<file path="src/hw/ltc_pkg.sv">
// Shared constants for the LCD timing and temperature compensation core.
// Assumes one 20 MHz clock and a simple strobed register port.
package ltc_pkg;
  // Clock and frame timing.
  localparam int unsigned CLK_HZ      = 20_000_000;
  localparam int unsigned FRAME_DIV   = 48;
  localparam int unsigned FR_MIN_HZ   = 60;
  localparam int unsigned FR_STEP_HZ  = 10;
  localparam logic [4:0]  FR_CODE_MAX = 5'h18;
  localparam int unsigned STEP_MV     = 30;
  // Register offsets.
  localparam logic [3:0] ADR_CTRL  = 4'h0;
  localparam logic [3:0] ADR_SLOPE = 4'h1;
  localparam logic [3:0] ADR_VOLT  = 4'h2;
  localparam logic [3:0] ADR_TEMP  = 4'h3;
  localparam logic [3:0] ADR_PRESC = 4'h4;
  localparam logic [3:0] ADR_FINAL = 4'h5;
  localparam logic [3:0] ADR_DCOL  = 4'h6;
  localparam logic [3:0] ADR_DDATA = 4'h7;
  localparam logic [3:0] ADR_STAT  = 4'h8;
  // Control field positions.
  localparam int unsigned CTRL_COMP = 0;
  localparam int unsigned CTRL_EXT  = 1;
  localparam int unsigned CTRL_COE  = 2;
  localparam int unsigned CTRL_MODE = 4;
  // Reset values.
  localparam logic [7:0]  TEMP_RST  = 8'h40;
  localparam logic [7:0]  VOLT_RST  = 8'h00;
  localparam logic [11:0] SLOPE_RST = 12'h000;
  localparam logic [4:0]  PRESC_RST = 5'h00;
  localparam logic [5:0]  NUM_COLS  = 6'h3c;
  // Region bounds of the temperature code and reference points.
  localparam logic [7:0] TOP_A = 8'h20;
  localparam logic [7:0] TOP_B = 8'h40;
  localparam logic [7:0] TOP_C = 8'h60;
  localparam logic [7:0] TOP_D = 8'h7e;
  localparam logic signed [12:0] REF_A  = 13'sh0020;
  localparam logic signed [12:0] REF_B  = 13'sh0040;
  localparam logic signed [12:0] REF_D  = 13'sh0060;
  localparam logic signed [12:0] SPAN   = 13'sh0020;
  localparam logic signed [12:0] HOLD_N = 13'sh001f;
  localparam logic signed [12:0] ROUND  = 13'sh0004;
  localparam int unsigned FRAC_BITS = 3;

  typedef enum logic [2:0] {LTC_MUX_STATIC, LTC_MUX_2, LTC_MUX_4, LTC_MUX_6, LTC_MUX_8} ltc_mux_t;

  // Slope code to coefficient, in eighths.
  function automatic logic signed [4:0] ltc_coeff8(input logic [2:0] code);
    case (code)
      3'h0:    return 5'sh00;
      3'h1:    return -5'sh01;
      3'h2:    return -5'sh02;
      3'h3:    return -5'sh04;
      3'h4:    return -5'sh0a;
      3'h5:    return 5'sh01;
      3'h6:    return 5'sh02;
      default: return 5'sh04;
    endcase
  endfunction
endpackage

</file>
<file path="src/hw/ltc_comp_if.sv">
// Bundle between the register core and the compensation datapath.
// Assumes both ends run on the same clock.
interface ltc_comp_if;
  logic              comp_enable_flag;
  logic [11:0]       slope_codes;
  logic [7:0]        lcd_voltage_setting;
  logic [7:0]        temp_code;
  logic [7:0]        final_code;
  logic signed [7:0] temp_offset_term;
  modport calc (input comp_enable_flag, slope_codes, lcd_voltage_setting, temp_code,
                output final_code, temp_offset_term);
  modport core (output comp_enable_flag, slope_codes, lcd_voltage_setting, temp_code,
                input final_code, temp_offset_term);
endinterface

</file>
<file path="src/hw/ltc_temp_comp.sv">
// Piecewise-linear temperature offset and clamped final voltage code.
// Assumes inputs come from registers on the same clock; latency is two cycles from temperature or slopes, one from voltage or enable.
module ltc_temp_comp (
  input  wire logic ref_clk_i,
  input  wire logic srst_i,
  ltc_comp_if.calc  cif
);
  typedef struct packed {
    logic signed [12:0] off8;
    logic signed [7:0]  vt;
    logic [7:0]         fin;
  } ltc_tc_st_t;

  ltc_tc_st_t st_ff;
  ltc_tc_st_t nxt_st;
  logic signed [12:0] t, ma, mb, mc, md, rnd, sum;

  // Offset is kept in eighths so every coefficient is an exact integer.
  always_comb begin
    nxt_st = st_ff;
    t   = 13'($signed({5'h00, cif.temp_code}));
    ma  = 13'(ltc_pkg::ltc_coeff8(cif.slope_codes[2:0]));
    mb  = 13'(ltc_pkg::ltc_coeff8(cif.slope_codes[5:3]));
    mc  = 13'(ltc_pkg::ltc_coeff8(cif.slope_codes[8:6]));
    md  = 13'(ltc_pkg::ltc_coeff8(cif.slope_codes[11:9]));
    if (cif.temp_code <= ltc_pkg::TOP_A) begin // [RULE2] [RULE8]
      nxt_st.off8 = 13'((t - ltc_pkg::REF_A) * ma - ltc_pkg::SPAN * mb);
    end else if (cif.temp_code <= ltc_pkg::TOP_B) begin // [RULE8]
      nxt_st.off8 = 13'((t - ltc_pkg::REF_B) * mb);
    end else if (cif.temp_code <= ltc_pkg::TOP_C) begin // [RULE8]
      nxt_st.off8 = 13'((t - ltc_pkg::REF_B) * mc);
    end else if (cif.temp_code <= ltc_pkg::TOP_D) begin // [RULE8]
      nxt_st.off8 = 13'((t - ltc_pkg::REF_D) * md + ltc_pkg::SPAN * mc);
    end else begin
      nxt_st.off8 = 13'(ltc_pkg::HOLD_N * md + ltc_pkg::SPAN * mc); // [RULE9]
    end
    // Each unit of the rounded term is one 30 mV step.
    rnd = (st_ff.off8 + ltc_pkg::ROUND) >>> ltc_pkg::FRAC_BITS; // [RULE4]
    nxt_st.vt = rnd[7:0];
    sum = 13'($signed({5'h00, cif.lcd_voltage_setting})) + rnd; // [RULE6]
    if (!cif.comp_enable_flag) begin
      nxt_st.fin = cif.lcd_voltage_setting; // [RULE1]
    end else if (sum < 13'sh0000) begin
      nxt_st.fin = 8'h00; // [RULE7]
    end else if (sum > 13'sh00ff) begin
      nxt_st.fin = 8'hff; // [RULE7]
    end else begin
      nxt_st.fin = sum[7:0];
    end
  end

  // Reset state matches a 40h code, where the offset is zero.
  always_ff @(posedge ref_clk_i) begin
    if (srst_i) begin
      st_ff <= '0; // [RULE5]
    end else begin
      st_ff <= nxt_st; // [RULE20]
    end
  end

  assign cif.final_code       = st_ff.fin;
  assign cif.temp_offset_term = st_ff.vt;

  ref_zero_a: assert property (@(posedge ref_clk_i) disable iff (srst_i) // [RULE5]
    (cif.temp_code == ltc_pkg::TEMP_RST) [*2] |=> cif.temp_offset_term == 8'sh00)
    else $error("offset not zero at reference code");
  region_b_a: assert property (@(posedge ref_clk_i) disable iff (srst_i) // [RULE8]
    (cif.temp_code == 8'h22 && cif.slope_codes[5:3] == 3'h3) [*2]
    |=> cif.temp_offset_term == 8'sh0f)
    else $error("region b offset wrong");
  hold_top_a: assert property (@(posedge ref_clk_i) disable iff (srst_i) // [RULE9]
    (cif.temp_code > 8'h7f && cif.slope_codes[11:6] == 6'h3f) [*2]
    |=> cif.temp_offset_term == 8'sh20)
    else $error("offset above range not held");
  clamp_high_a: assert property (@(posedge ref_clk_i) disable iff (srst_i) // [RULE7]
    (cif.comp_enable_flag && cif.lcd_voltage_setting == 8'hf0 && cif.temp_code == 8'h00
     && cif.slope_codes[5:0] == 6'h24) [*2] |=> cif.final_code == 8'hff)
    else $error("high clamp missing");
  clamp_low_a: assert property (@(posedge ref_clk_i) disable iff (srst_i) // [RULE7]
    (cif.comp_enable_flag && cif.lcd_voltage_setting == 8'h10 && cif.temp_code == 8'h00
     && cif.slope_codes[5:0] == 6'h3f) [*2] |=> cif.final_code == 8'h00)
    else $error("low clamp missing");
  comp_off_a: assert property (@(posedge ref_clk_i) disable iff (srst_i) // [RULE1]
    !cif.comp_enable_flag |=> cif.final_code == $past(cif.lcd_voltage_setting))
    else $error("offset applied while disabled");
endmodule // ltc_temp_comp

</file>
<file path="src/hw/ltc_core.sv">
// LCD driver digital core: registers, clock selection, frame timing,
// backplane mapping, segment data and temperature compensation.
// Assumes a 20 MHz clock, synchronous pin inputs and a strobed register port.
// What this block does
// [RULE1] Apply offset only when compensation enabled
// [RULE2] Four equal regions, eight slope choices each
// [RULE3] Slope codes map to fixed coefficients
// [RULE4] One offset unit equals one 30 mV step
// [RULE5] Reset: voltage zero, temperature code 40h
// [RULE6] Add signed offset to voltage setting
// [RULE7] Saturate sum to 8-bit range
// [RULE8] Offset computed piecewise per temperature region
// [RULE9] Hold top offset above compensated range
// [RULE10] One clock: internal or external source
// [RULE11] Clock pin driven only when enabled
// [RULE12] External select makes clock pin input
// [RULE13] Frame rate is active clock over 48
// [RULE14] Internal frame rate 60-300 Hz, 10 Hz steps
// [RULE15] Driven clock duty may differ from half
// [RULE16] External clock must keep running
// [RULE17] Backplanes repeat according to multiplex mode
// [RULE18] Sixty segments from display data and row
// [RULE19] Temperature code: 0.9375 per step, -40 offset
// [RULE20] Offset recomputed within a few cycles
//
// Implementation choices: the address map and the address-and-strobe port.
module ltc_core (
  input  wire logic        ref_clk_i,
  input  wire logic        srst_i,
  input  wire logic [3:0]  reg_addr_i,
  input  wire logic [15:0] reg_wdata_i,
  input  wire logic        reg_wr_i,
  input  wire logic        reg_rd_i,
  output logic      [15:0] reg_rdata_o,
  input  wire logic        clk_pin_i,
  output logic             clk_pin_o,
  output logic             clk_pin_oe_o,
  output logic             frame_tick_o,
  output logic      [7:0]  backplane_out_o,
  output logic      [59:0] segment_out_o,
  output logic      [7:0]  vlcd_code_o
);
  typedef struct packed {
    logic              comp_en;
    logic              ext_sel;
    logic              clock_pin_drive_enable;
    ltc_pkg::ltc_mux_t mode;
    logic [11:0]       slopes;
    logic [7:0]        vset;
    logic [7:0]        temp;
    logic [4:0]        presc;
    logic [5:0]        dcol;
    logic [59:0][7:0]  disp;
    logic [15:0]       rdata;
    logic [15:0]       div_cnt;
    logic              clk_out;
    logic              pin_prev;
    logic [5:0]        fcnt;
    logic [5:0]        sub_cnt;
    logic [2:0]        row;
    logic              frame;
    logic [7:0]        bp;
    logic [59:0]       seg;
  } ltc_core_st_t;

  ltc_core_st_t st_ff;
  ltc_core_st_t nxt_st;
  ltc_comp_if   cif ();
  logic [15:0]  div_tab [32];
  logic [15:0]  div_len;
  logic         tick;
  logic [5:0]   row_len;
  logic [2:0]   rows;

  // Clock divider per frame-rate code: the active clock is 48 times the frame rate.
  for (genvar g = 0; g < 32; g++) begin : g_div
    localparam int unsigned CODE = (g > 24) ? 24 : g;
    assign div_tab[g] = 16'(ltc_pkg::CLK_HZ /
      (ltc_pkg::FRAME_DIV * (ltc_pkg::FR_MIN_HZ + ltc_pkg::FR_STEP_HZ * CODE))); // [RULE14]
  end

  assign div_len = div_tab[st_ff.presc];

  // Rows per frame and ticks per row for each multiplex mode.
  always_comb begin
    case (st_ff.mode)
      ltc_pkg::LTC_MUX_STATIC: begin
        rows    = 3'h0;
        row_len = 6'h30;
      end
      ltc_pkg::LTC_MUX_2: begin
        rows    = 3'h1;
        row_len = 6'h18;
      end
      ltc_pkg::LTC_MUX_4: begin
        rows    = 3'h3;
        row_len = 6'h0c;
      end
      ltc_pkg::LTC_MUX_6: begin
        rows    = 3'h5;
        row_len = 6'h08;
      end
      default: begin
        rows    = 3'h7;
        row_len = 6'h06;
      end
    endcase
  end

  // The timing tick comes from one source only, so the rest of the core never
  // sees two clocks; a stopped external clock simply freezes the frame.
  always_comb begin
    if (st_ff.ext_sel) begin
      tick = clk_pin_i && !st_ff.pin_prev; // [RULE10] [RULE12] [RULE16]
    end else begin
      // A compare of greater-or-equal keeps a shorter prescaler from wrapping the count.
      tick = (st_ff.div_cnt >= div_len - 16'h0001); // [RULE10] [RULE14]
    end
  end

  // Next-state logic: register port, timing chain and drive outputs.
  always_comb begin
    nxt_st          = st_ff;
    nxt_st.pin_prev = clk_pin_i;
    nxt_st.frame    = 1'b0;
    nxt_st.rdata    = 16'h0000;
    // Register writes.
    if (reg_wr_i) begin
      case (reg_addr_i)
        ltc_pkg::ADR_CTRL: begin
          nxt_st.comp_en = reg_wdata_i[ltc_pkg::CTRL_COMP];
          nxt_st.ext_sel = reg_wdata_i[ltc_pkg::CTRL_EXT];
          nxt_st.clock_pin_drive_enable     = reg_wdata_i[ltc_pkg::CTRL_COE];
          if (reg_wdata_i[ltc_pkg::CTRL_MODE +: 3] > 3'h4) begin
            nxt_st.mode = ltc_pkg::LTC_MUX_8;
          end else begin
            nxt_st.mode = ltc_pkg::ltc_mux_t'(reg_wdata_i[ltc_pkg::CTRL_MODE +: 3]);
          end
        end
        ltc_pkg::ADR_SLOPE: nxt_st.slopes = reg_wdata_i[11:0]; // [RULE2] [RULE3]
        ltc_pkg::ADR_VOLT:  nxt_st.vset = reg_wdata_i[7:0];
        ltc_pkg::ADR_TEMP:  nxt_st.temp = reg_wdata_i[7:0]; // [RULE19]
        ltc_pkg::ADR_PRESC: begin
          if (reg_wdata_i[4:0] > ltc_pkg::FR_CODE_MAX) begin
            nxt_st.presc = ltc_pkg::FR_CODE_MAX;
          end else begin
            nxt_st.presc = reg_wdata_i[4:0]; // [RULE14]
          end
        end
        ltc_pkg::ADR_DCOL:  nxt_st.dcol = reg_wdata_i[5:0];
        ltc_pkg::ADR_DDATA: begin
          if (st_ff.dcol < ltc_pkg::NUM_COLS) begin
            nxt_st.disp[st_ff.dcol] = reg_wdata_i[7:0];
          end
        end
        default: ;
      endcase
    end
    // Register reads; unmapped offsets answer zero.
    if (reg_rd_i) begin
      case (reg_addr_i)
        ltc_pkg::ADR_CTRL:  nxt_st.rdata = {9'h000, st_ff.mode, 1'b0, st_ff.clock_pin_drive_enable,
                                            st_ff.ext_sel, st_ff.comp_en};
        ltc_pkg::ADR_SLOPE: nxt_st.rdata = {4'h0, st_ff.slopes};
        ltc_pkg::ADR_VOLT:  nxt_st.rdata = {8'h00, st_ff.vset};
        ltc_pkg::ADR_TEMP:  nxt_st.rdata = {8'h00, st_ff.temp};
        ltc_pkg::ADR_PRESC: nxt_st.rdata = {11'h000, st_ff.presc};
        ltc_pkg::ADR_FINAL: nxt_st.rdata = {cif.temp_offset_term, cif.final_code};
        ltc_pkg::ADR_DCOL:  nxt_st.rdata = {10'h000, st_ff.dcol};
        ltc_pkg::ADR_DDATA: begin
          if (st_ff.dcol < ltc_pkg::NUM_COLS) begin
            nxt_st.rdata = {8'h00, st_ff.disp[st_ff.dcol]};
          end
        end
        ltc_pkg::ADR_STAT:  nxt_st.rdata = {7'h00, st_ff.fcnt, st_ff.row};
        default:            nxt_st.rdata = 16'h0000;
      endcase
    end
    // Internal divider; with an odd length the high phase is one cycle short.
    if (st_ff.ext_sel || tick) begin
      nxt_st.div_cnt = 16'h0000;
    end else begin
      nxt_st.div_cnt = st_ff.div_cnt + 16'h0001;
    end
    nxt_st.clk_out = (nxt_st.div_cnt < {1'b0, div_len[15:1]}); // [RULE15]
    // Frame counter of 48 ticks, split into rows of equal length.
    if (tick) begin
      if (st_ff.fcnt == 6'(ltc_pkg::FRAME_DIV - 1)) begin
        nxt_st.fcnt    = 6'h00; // [RULE13]
        nxt_st.sub_cnt = 6'h00;
        nxt_st.row     = 3'h0;
        nxt_st.frame   = 1'b1;
      end else begin
        nxt_st.fcnt = st_ff.fcnt + 6'h01;
        if (st_ff.sub_cnt >= row_len - 6'h01) begin
          nxt_st.sub_cnt = 6'h00;
          nxt_st.row     = (st_ff.row >= rows) ? 3'h0 : st_ff.row + 3'h1;
        end else begin
          nxt_st.sub_cnt = st_ff.sub_cnt + 6'h01;
        end
      end
    end
    // Backplane i follows row i modulo the number of rows in the mode.
    for (int i = 0; i < 8; i++) begin
      case (st_ff.mode)
        ltc_pkg::LTC_MUX_STATIC: nxt_st.bp[i] = 1'b1; // [RULE17]
        ltc_pkg::LTC_MUX_2:      nxt_st.bp[i] = (st_ff.row == 3'(i % 2)); // [RULE17]
        ltc_pkg::LTC_MUX_4:      nxt_st.bp[i] = (st_ff.row == 3'(i % 4)); // [RULE17]
        ltc_pkg::LTC_MUX_6:      nxt_st.bp[i] = (st_ff.row == 3'(i % 6)); // [RULE17]
        default:                 nxt_st.bp[i] = (st_ff.row == 3'(i)); // [RULE17]
      endcase
    end
    // Each segment shows its column's bit for the active row.
    for (int j = 0; j < 60; j++) begin
      nxt_st.seg[j] = st_ff.disp[j][st_ff.row]; // [RULE18]
    end
  end

  // Synchronous reset gives every control field its defined value.
  always_ff @(posedge ref_clk_i) begin
    if (srst_i) begin
      st_ff        <= '0;
      st_ff.mode   <= ltc_pkg::LTC_MUX_STATIC;
      st_ff.slopes <= ltc_pkg::SLOPE_RST;
      st_ff.vset   <= ltc_pkg::VOLT_RST; // [RULE5]
      st_ff.temp   <= ltc_pkg::TEMP_RST; // [RULE5]
      st_ff.presc  <= ltc_pkg::PRESC_RST;
    end else begin
      st_ff <= nxt_st;
    end
  end

  assign cif.comp_enable_flag    = st_ff.comp_en;
  assign cif.slope_codes         = st_ff.slopes;
  assign cif.lcd_voltage_setting = st_ff.vset;
  assign cif.temp_code           = st_ff.temp;

  ltc_temp_comp ltc_temp_comp_i (
    .ref_clk_i (ref_clk_i),
    .srst_i    (srst_i),
    .cif       (cif)
  );

  // The pin is released at reset and whenever the external clock is chosen.
  assign clk_pin_o       = st_ff.clk_out;
  assign clk_pin_oe_o    = st_ff.clock_pin_drive_enable && !st_ff.ext_sel; // [RULE11] [RULE12]
  assign reg_rdata_o     = st_ff.rdata;
  assign frame_tick_o    = st_ff.frame;
  assign backplane_out_o = st_ff.bp;
  assign segment_out_o   = st_ff.seg;
  assign vlcd_code_o     = cif.final_code;

  // Helper: ticks counted independently since the last frame pulse.
  logic [7:0] chk_ticks_ff;
  always_ff @(posedge ref_clk_i) begin
    if (srst_i || frame_tick_o) begin
      chk_ticks_ff <= 8'h00;
    end else if (tick && chk_ticks_ff != 8'hff) begin
      chk_ticks_ff <= chk_ticks_ff + 8'h01;
    end
  end

  frame_len_a: assert property (@(posedge ref_clk_i) disable iff (srst_i) // [RULE13]
    $rose(frame_tick_o) && $past(st_ff.fcnt, 2) != 6'h00 |-> chk_ticks_ff == 8'h30)
    else $error("frame not 48 ticks long");
  pin_drive_a: assert property (@(posedge ref_clk_i) disable iff (srst_i) // [RULE11]
    clk_pin_oe_o |-> $past(reg_wr_i && reg_addr_i == ltc_pkg::ADR_CTRL, 1) ||
      ($past(clk_pin_oe_o) && !st_ff.ext_sel))
    else $error("clock pin driven without enable");
  bp_quad_a: assert property (@(posedge ref_clk_i) disable iff (srst_i) // [RULE17]
    st_ff.mode == ltc_pkg::LTC_MUX_4 [*2] |-> backplane_out_o[7:4] == backplane_out_o[3:0])
    else $error("quad backplane repeat broken");
  bp_static_a: assert property (@(posedge ref_clk_i) disable iff (srst_i) // [RULE17]
    st_ff.mode == ltc_pkg::LTC_MUX_STATIC [*2] |-> backplane_out_o == 8'hff)
    else $error("static backplanes differ");
  ext_tick_a: assert property (@(posedge ref_clk_i) disable iff (srst_i) // [RULE12]
    st_ff.ext_sel && tick |-> clk_pin_i && !$past(clk_pin_i))
    else $error("external tick without pin edge");
endmodule // ltc_core

</file>
<file path="config.mk">
export PLATFORM = sky130hd
export DESIGN_NAME = ltc_core
export DESIGN_NICKNAME = d
export VERILOG_FILES = /design/src/hw/ltc_pkg.sv /design/src/hw/ltc_comp_if.sv /design/src/hw/ltc_temp_comp.sv /design/src/hw/ltc_core.sv
export SDC_FILE = /design/constraint.sdc
export NUM_CORES = 2
export LEC_CHECK = 0
export BUFFER_PORTS_ARGS = -buffer_cell sky130_fd_sc_hd__buf_2
export CORE_ASPECT_RATIO = 1.25
export CORE_MARGIN = 2
export CORE_UTILIZATION = 40
export CTS_CLUSTER_SIZE = 20
export DETAILED_ROUTE_END_ITERATION = 12
export SYNTH_ARGS = -nofsm -noshare
export SYNTH_HDL_FRONTEND = slang
export SYNTH_SLANG_ARGS = --single-unit
export TNS_END_PERCENT = 1
</file>
<file path="constraint.sdc">
create_clock -name ref_clk_i -period 6.35 [get_ports ref_clk_i]
set_input_delay 1.905 -clock ref_clk_i [delete_from_list [all_inputs] [get_ports ref_clk_i]]
set_output_delay 1.905 -clock ref_clk_i [all_outputs]
set_load 0.01 [all_outputs]
</file>
# After elaboration in Yosys (flattened, before gate mapping)

Memories as Yosys holds them, arrays and structs flattened.
Index checks and enable logic that the tools add are counted.

Register bits after elaboration: 672
Memory bits (read-only): 512
Input bits: 25
Logic and storage cells: 350
Memories kept: 1

$add $sub $neg: 14
Multiply operators: 5
Magnitude comparators: 17
Equality and inequality tests: 43
Multiplexer cells: 159
Bitwise logic cells: 3
Reductions and logical operators: 26

Memory list:

| name            | words | bits a word | rd ports | clocked after Yosys merged registers in | write ports | line           | source |
|---|---|---|---|---|---|---|---|
| (no name shown) | 32    | 16          | 1        | 0                                       | 0           | ltc_core.sv:82 | `assign div_len = div_tab[st_ff.presc];` |

Operators by type and width:

| kind                    | count |
|---|---|
| $bwmux W480             | 1 |
| $bmux W1 S3             | 60 |
| $pmux W16 S9            | 1 |
| $pmux W5 S7             | 4 |
| $mux W1                 | 64 |
| $mul A9 B5 Y13          | 4 |
| $mux W13                | 4 |
| $bmux W8 S6             | 1 |
| $demux W8 S6            | 1 |
| $eq A3 B3 Y1 const B    | 16 |
| $mux W16                | 3 |
| $mux W8                 | 6 |
| $eq A3 B2 Y1 const B    | 12 |
| $le A8 B7 Y1 const B    | 3 |
| $pmux W6 S4             | 1 |
| $eq A3 B1 Y1 const B    | 6 |
| $logic_not A3 Y1        | 6 |
| $sub A8 B7 Y9 const B   | 2 |
| $add A16 B1 Y16 const B | 1 |
| $eq A4 B3 Y1 const B    | 4 |
| $ge A16 B16 Y1          | 1 |
| $lt A16 B15 Y1          | 1 |
| $sub A16 B1 Y16 const B | 1 |
| $mux W15                | 1 |
| 42 further kinds        | 63 |

# Longest topological paths before layout

Depth in word-level cells: 10
Gate-level depth with buffers: 25

# Modules after synthesis

Synthesis repeated with hierarchy kept, for this count alone.

Cells, all modules: 4,964
Area total of the unflattened synthesis: 42,458.2 µm²

By module, submodules not included:

| module        | instances | cells each | area an instance (µm²) |
|---|---|---|---|
| ltc_core      | 1         | 3,855      | 33,394.5 |
| ltc_temp_comp | 1         | 1,109      | 9,063.7 |

# Worst setup path before layout

Ideal clock, no wire load.

Path kind: register to register
Start point: reg st_ff[604] (netlist bit)
End point: reg st_ff, in the netlist clk_pin_o
Data arrival time: 4.833 ns
Path slack: 1.431 ns
Cell stages (with the launch flop): 26
Path buffers: 2
Clock period less this slack: 4.919 ns
Cell sequence: dfxtp_1 > clkbuf_1 > inv_1 > ha_1 > mux4_2 > nand2_1 > o21ai_0 > inv_1 > ha_1 > inv_1 > nor3_2 > nand3_1 > xnor2_1 > ha_1 > and3_1 > o21ai_0 > a21o_1 > o21ai_1 > clkbuf_1 > nor2_1 > ha_1 > a21o_1 > a21o_1 > a21oi_1 > o211ai_1 > a211oi_1

RTL lines:

| element                  | line            | source |
|---|---|---|
| start: declaration       | ltc_core.sv:66  | `ltc_core_st_t st_ff;` |
| start signal: assignment | ltc_core.sv:229 | `st_ff <= nxt_st;` |

==> results.py <==
metrics = {
    "synth": {
        "synthesis.instances": 4906,
        "synthFlopType": "dfxtp_1",
        "yosys_warnings": 0,
        "ys_seq_area_frac": 0.320,
        "ys_ff_latch": 670,
        "syn-num-nets": 5227,
        "synth-edff-count": 0,
        "async_flop_share": 0,
        "synth_area_um2": 41900,
        "ys_types": 86,
        "synth.avg_cell_area_um2": 8.54,
    },
    "timing": {
        "hold_viol": 0,
        "fin_crit_sh": 0.884,
        "fin_skew_ns": 0.0575,
        "setup_viol": 0,
        "maxSlewHeadroom": -0.00890,
        "rsz0062_at_grt": "false",
        "fmax_ghz": 0.178,
        "slew_viol_final": 1,
        "min_period_ns": 5.62,
        "fin_hold_ws_ns": 0.453,
        "finalSetupTns_ns": 0,
        "tightest_slew_ns": 1.48,
    },
    "layout": {
        "stdcell_count": 6123,
        "multiInputGateArea_um2": 25600,
        "nFillCells": 10161,
        "area_growth_syn_to_layout_pct": 9.21,
        "final-seq-area_um2": 13400,
        "nets": 5038,
        "drive_above_1_share": 0.131,
    },
    "drt": {
        "drt_iter0_markers": 3971,
        "num_vias": 36640,
        "drc": 0,
        "wirelength_mm": 142,
        "detail-route-antenna-nets": 0,
        "wl_per_cell_um": 23.2,
        "dr.pass1.iters": 5,
        "vias_per_cell": 5.98,
    },
    "hold_path": {
        "min_to": "reg_rdata_o[13]",
        "hp-class": "reg -> reg",
        "holdCritStartpoint": "ltc_temp_comp_i.cif.temp_offset_term[5]",
        "min_path_cells": 1,
    },
    "floorplanning": {
        "start_util": 0.404,
        "row_count": 132,
        "io_pins": 120,
        "dieArea_um2": 107000,
        "chipHeight_um": 366,
        "die_w_um": 293,
        "coreArea_um2": 104000,
    },
    "critical_path": {
        "r2r_slack_ns": 0.73,
        "reg2regPathDepth": 20,
        "worstPathArrival_ns": 6.21,
        "startpoint_type": "flip-flop",
        "r2r_start": "st_ff[605]",
        "critPathMaxFanout": 17,
        "path_class": "reg -> reg",
        "worstPathRequired_ns": 6.94,
        "critPathCaptureType": "flip-flop",
        "reg2reg_to": "clk_pin_o",
    },
    "clocking": {
        "cts_sinks": 670,
        "cts-resized-gates": 0,
        "clkLatencyLatePin_ns": 0.70,
        "clk_pin_slew_ns": 0.06,
        "cts_tree": "built",
        "cts_hold_buffers": 0,
        "h-tree-depth": 3,
        "root_buffer": "clkbuf_16",
        "clock_path_buffers": 3,
        "post_cts_buffers": 0,
        "cts_buffers": 78,
    },
    "global_routing": {
        "grt_first_pass_wirelength_mm": 216,
        "grt_remaining_overflow": 0,
        "grtUsageTotal": 0.258,
        "grt_max_degree": 183,
        "antenna_found_initial": 1,
        "grt_pass1_vias": 35076,
    },
    "place": {
        "dp_hpwl_mm": 94.3,
        "port_buffers": 115,
        "gp_congestion": 0.912,
        "dp.cells": 5977,
    },
    "run": {
        "drv_cap": 1,
    },
    "run_status": {
        "run_status": "finished with violations",
        "violations": "capacitance limit, slew limit",
    },
    "pwr": {
        "p_per_area_nw_per_um2": 217,
        "total_leakage_power_uw": 0.0165,
        "ir_drop_mv": 0.184,
    },
}
## how the worst max path moves through the flow
stage,startpoint,to,slack [ns],cells after the start
floorplan,st_ff[604],clk_pin_o,1.43,25
global placement,st_ff[604],clk_pin_o,0.76,20
detailed placement,st_ff[604],clk_pin_o,0.77,20
CTS,st_ff[604],clk_pin_o,0.75,20
global route,st_ff[604],clk_pin_o,0.32,21
finish,st_ff[605],clk_pin_o,0.73,20
## power by group
part	total [µW]	switching, µW	internal (µW)
clock network	5020	2040	2970
registers	4240	24.6	4220
logic	652	452	200
total	9910	2520	7390
## layout by cell type (no fill, tap or decap), drive strengths merged, types with 157 or more instances in the layout
cell type / Yosys / routed
ha: 171 / 171
buf: 176 / 224
mux4: 170 / 170
nand3: 261 / 261
inv: 185 / 189
nand2: 727 / 727
o21ai: 293 / 293
mux2i: 157 / 157
nor2: 298 / 298
dfxtp: 670 / 670
a21oi: 589 / 589
## metal layers
metal	track usage	vias up	share of wire
met5	0	-	0
met4	0.113	0	0.044
met3	0.0380	313	0.074
met2	0.431	1627	0.48
met1	0.330	17930	0.40
li1	-	16770	-
## critical path: stages, from the launching register on
cell      delay [ns]
dfxtp_1         0.60
inv_1           0.24
ha_1            0.40
mux4_2          0.47
o21ai_1         0.41
nand3_1         0.20
nor3_2          0.30
nand3_1         0.14
xnor2_1         0.14
ha_1            0.29
and3_1          0.14
o21ai_0         0.09
a21o_1          0.21
o21ai_2         0.55
nor2_1          0.13
ha_1            0.33
nand4_1         0.12
nor2_1          0.09
a211oi_1        0.24
o211ai_1        0.16
a211oi_1        0.24
## per-stage QoR
stage,worst slack (ns),power (µW),utilization,instance area (µm²)
5_1_grt,0.322,10200,0.441,45800
3_5_place_dp,0.772,4970,0.413,42900
3_3_place_gp,0.756,4970,0.413,42900
6_report,0.734,9910,0.441,45800
4_1_cts,0.754,9990,0.441,45800
2_1_floorplan,1.43,4770,-,41900
## cells by family after synthesis
kind of cell / synth area share
AND/OR/NAND/NOR: 0.170
AO/OA/AOI/OAI: 0.168
buffers and inverters: 0.0709
flip-flops: 0.320
multiplexers: 0.140
adder cells (fa/ha/maj): 0.111
XOR/XNOR: 0.0203
## cell usage after synthesis, drive strengths merged (24+ instances only)
cell type	number	area, µm²
o21ai	293	1470
and2	63	394
mux2	40	450
buf	176	1080
nand2	727	2730
nor3	48	262
xor2	30	263
mux2i	157	1570
inv	185	694
nand2b	49	307
a221oi	48	420
nand3	261	1310
clkbuf	317	1190
nor2b	44	275
xnor2	62	543
a21o	24	180
mux4	170	3830
nor2	298	1160
fa	125	2500
a21oi	589	2950
dfxtp	670	13400
a22oi	58	435
ha	171	2140
## flip-flops by register name, summed over array words and instances (netlist names), 8 cells and up
| name | flops |
|---|---|
| ltc_temp_comp_i.st_ff | 11 |
| backplane_out_o | 8 |
| cif.lcd_voltage_setting | 8 |
| segment_out_o | 60 |
| ltc_temp_comp_i.cif.temp_offset_term | 8 |
| reg_rdata_o | 16 |
| ltc_temp_comp_i.cif.final_code | 8 |
| st_ff | 528 |
| cif.temp_code | 8 |
| cif.slope_codes | 12 |
## cell type report
cell class | instances | area share
Antenna cell | 1 | 0.0000547
Clock buffer | 102 | 0.0479
Clock inverter | 43 | 0.0149
Inverter | 186 | 0.0153
Multi-Input combinational cell | 3557 | 0.559
Sequential cell | 670 | 0.294
Tap cell | 1340 | 0.0366
Timing Repair Buffer | 224 | 0.0323
Note: power is estimated with default switching activity, not from simulation.
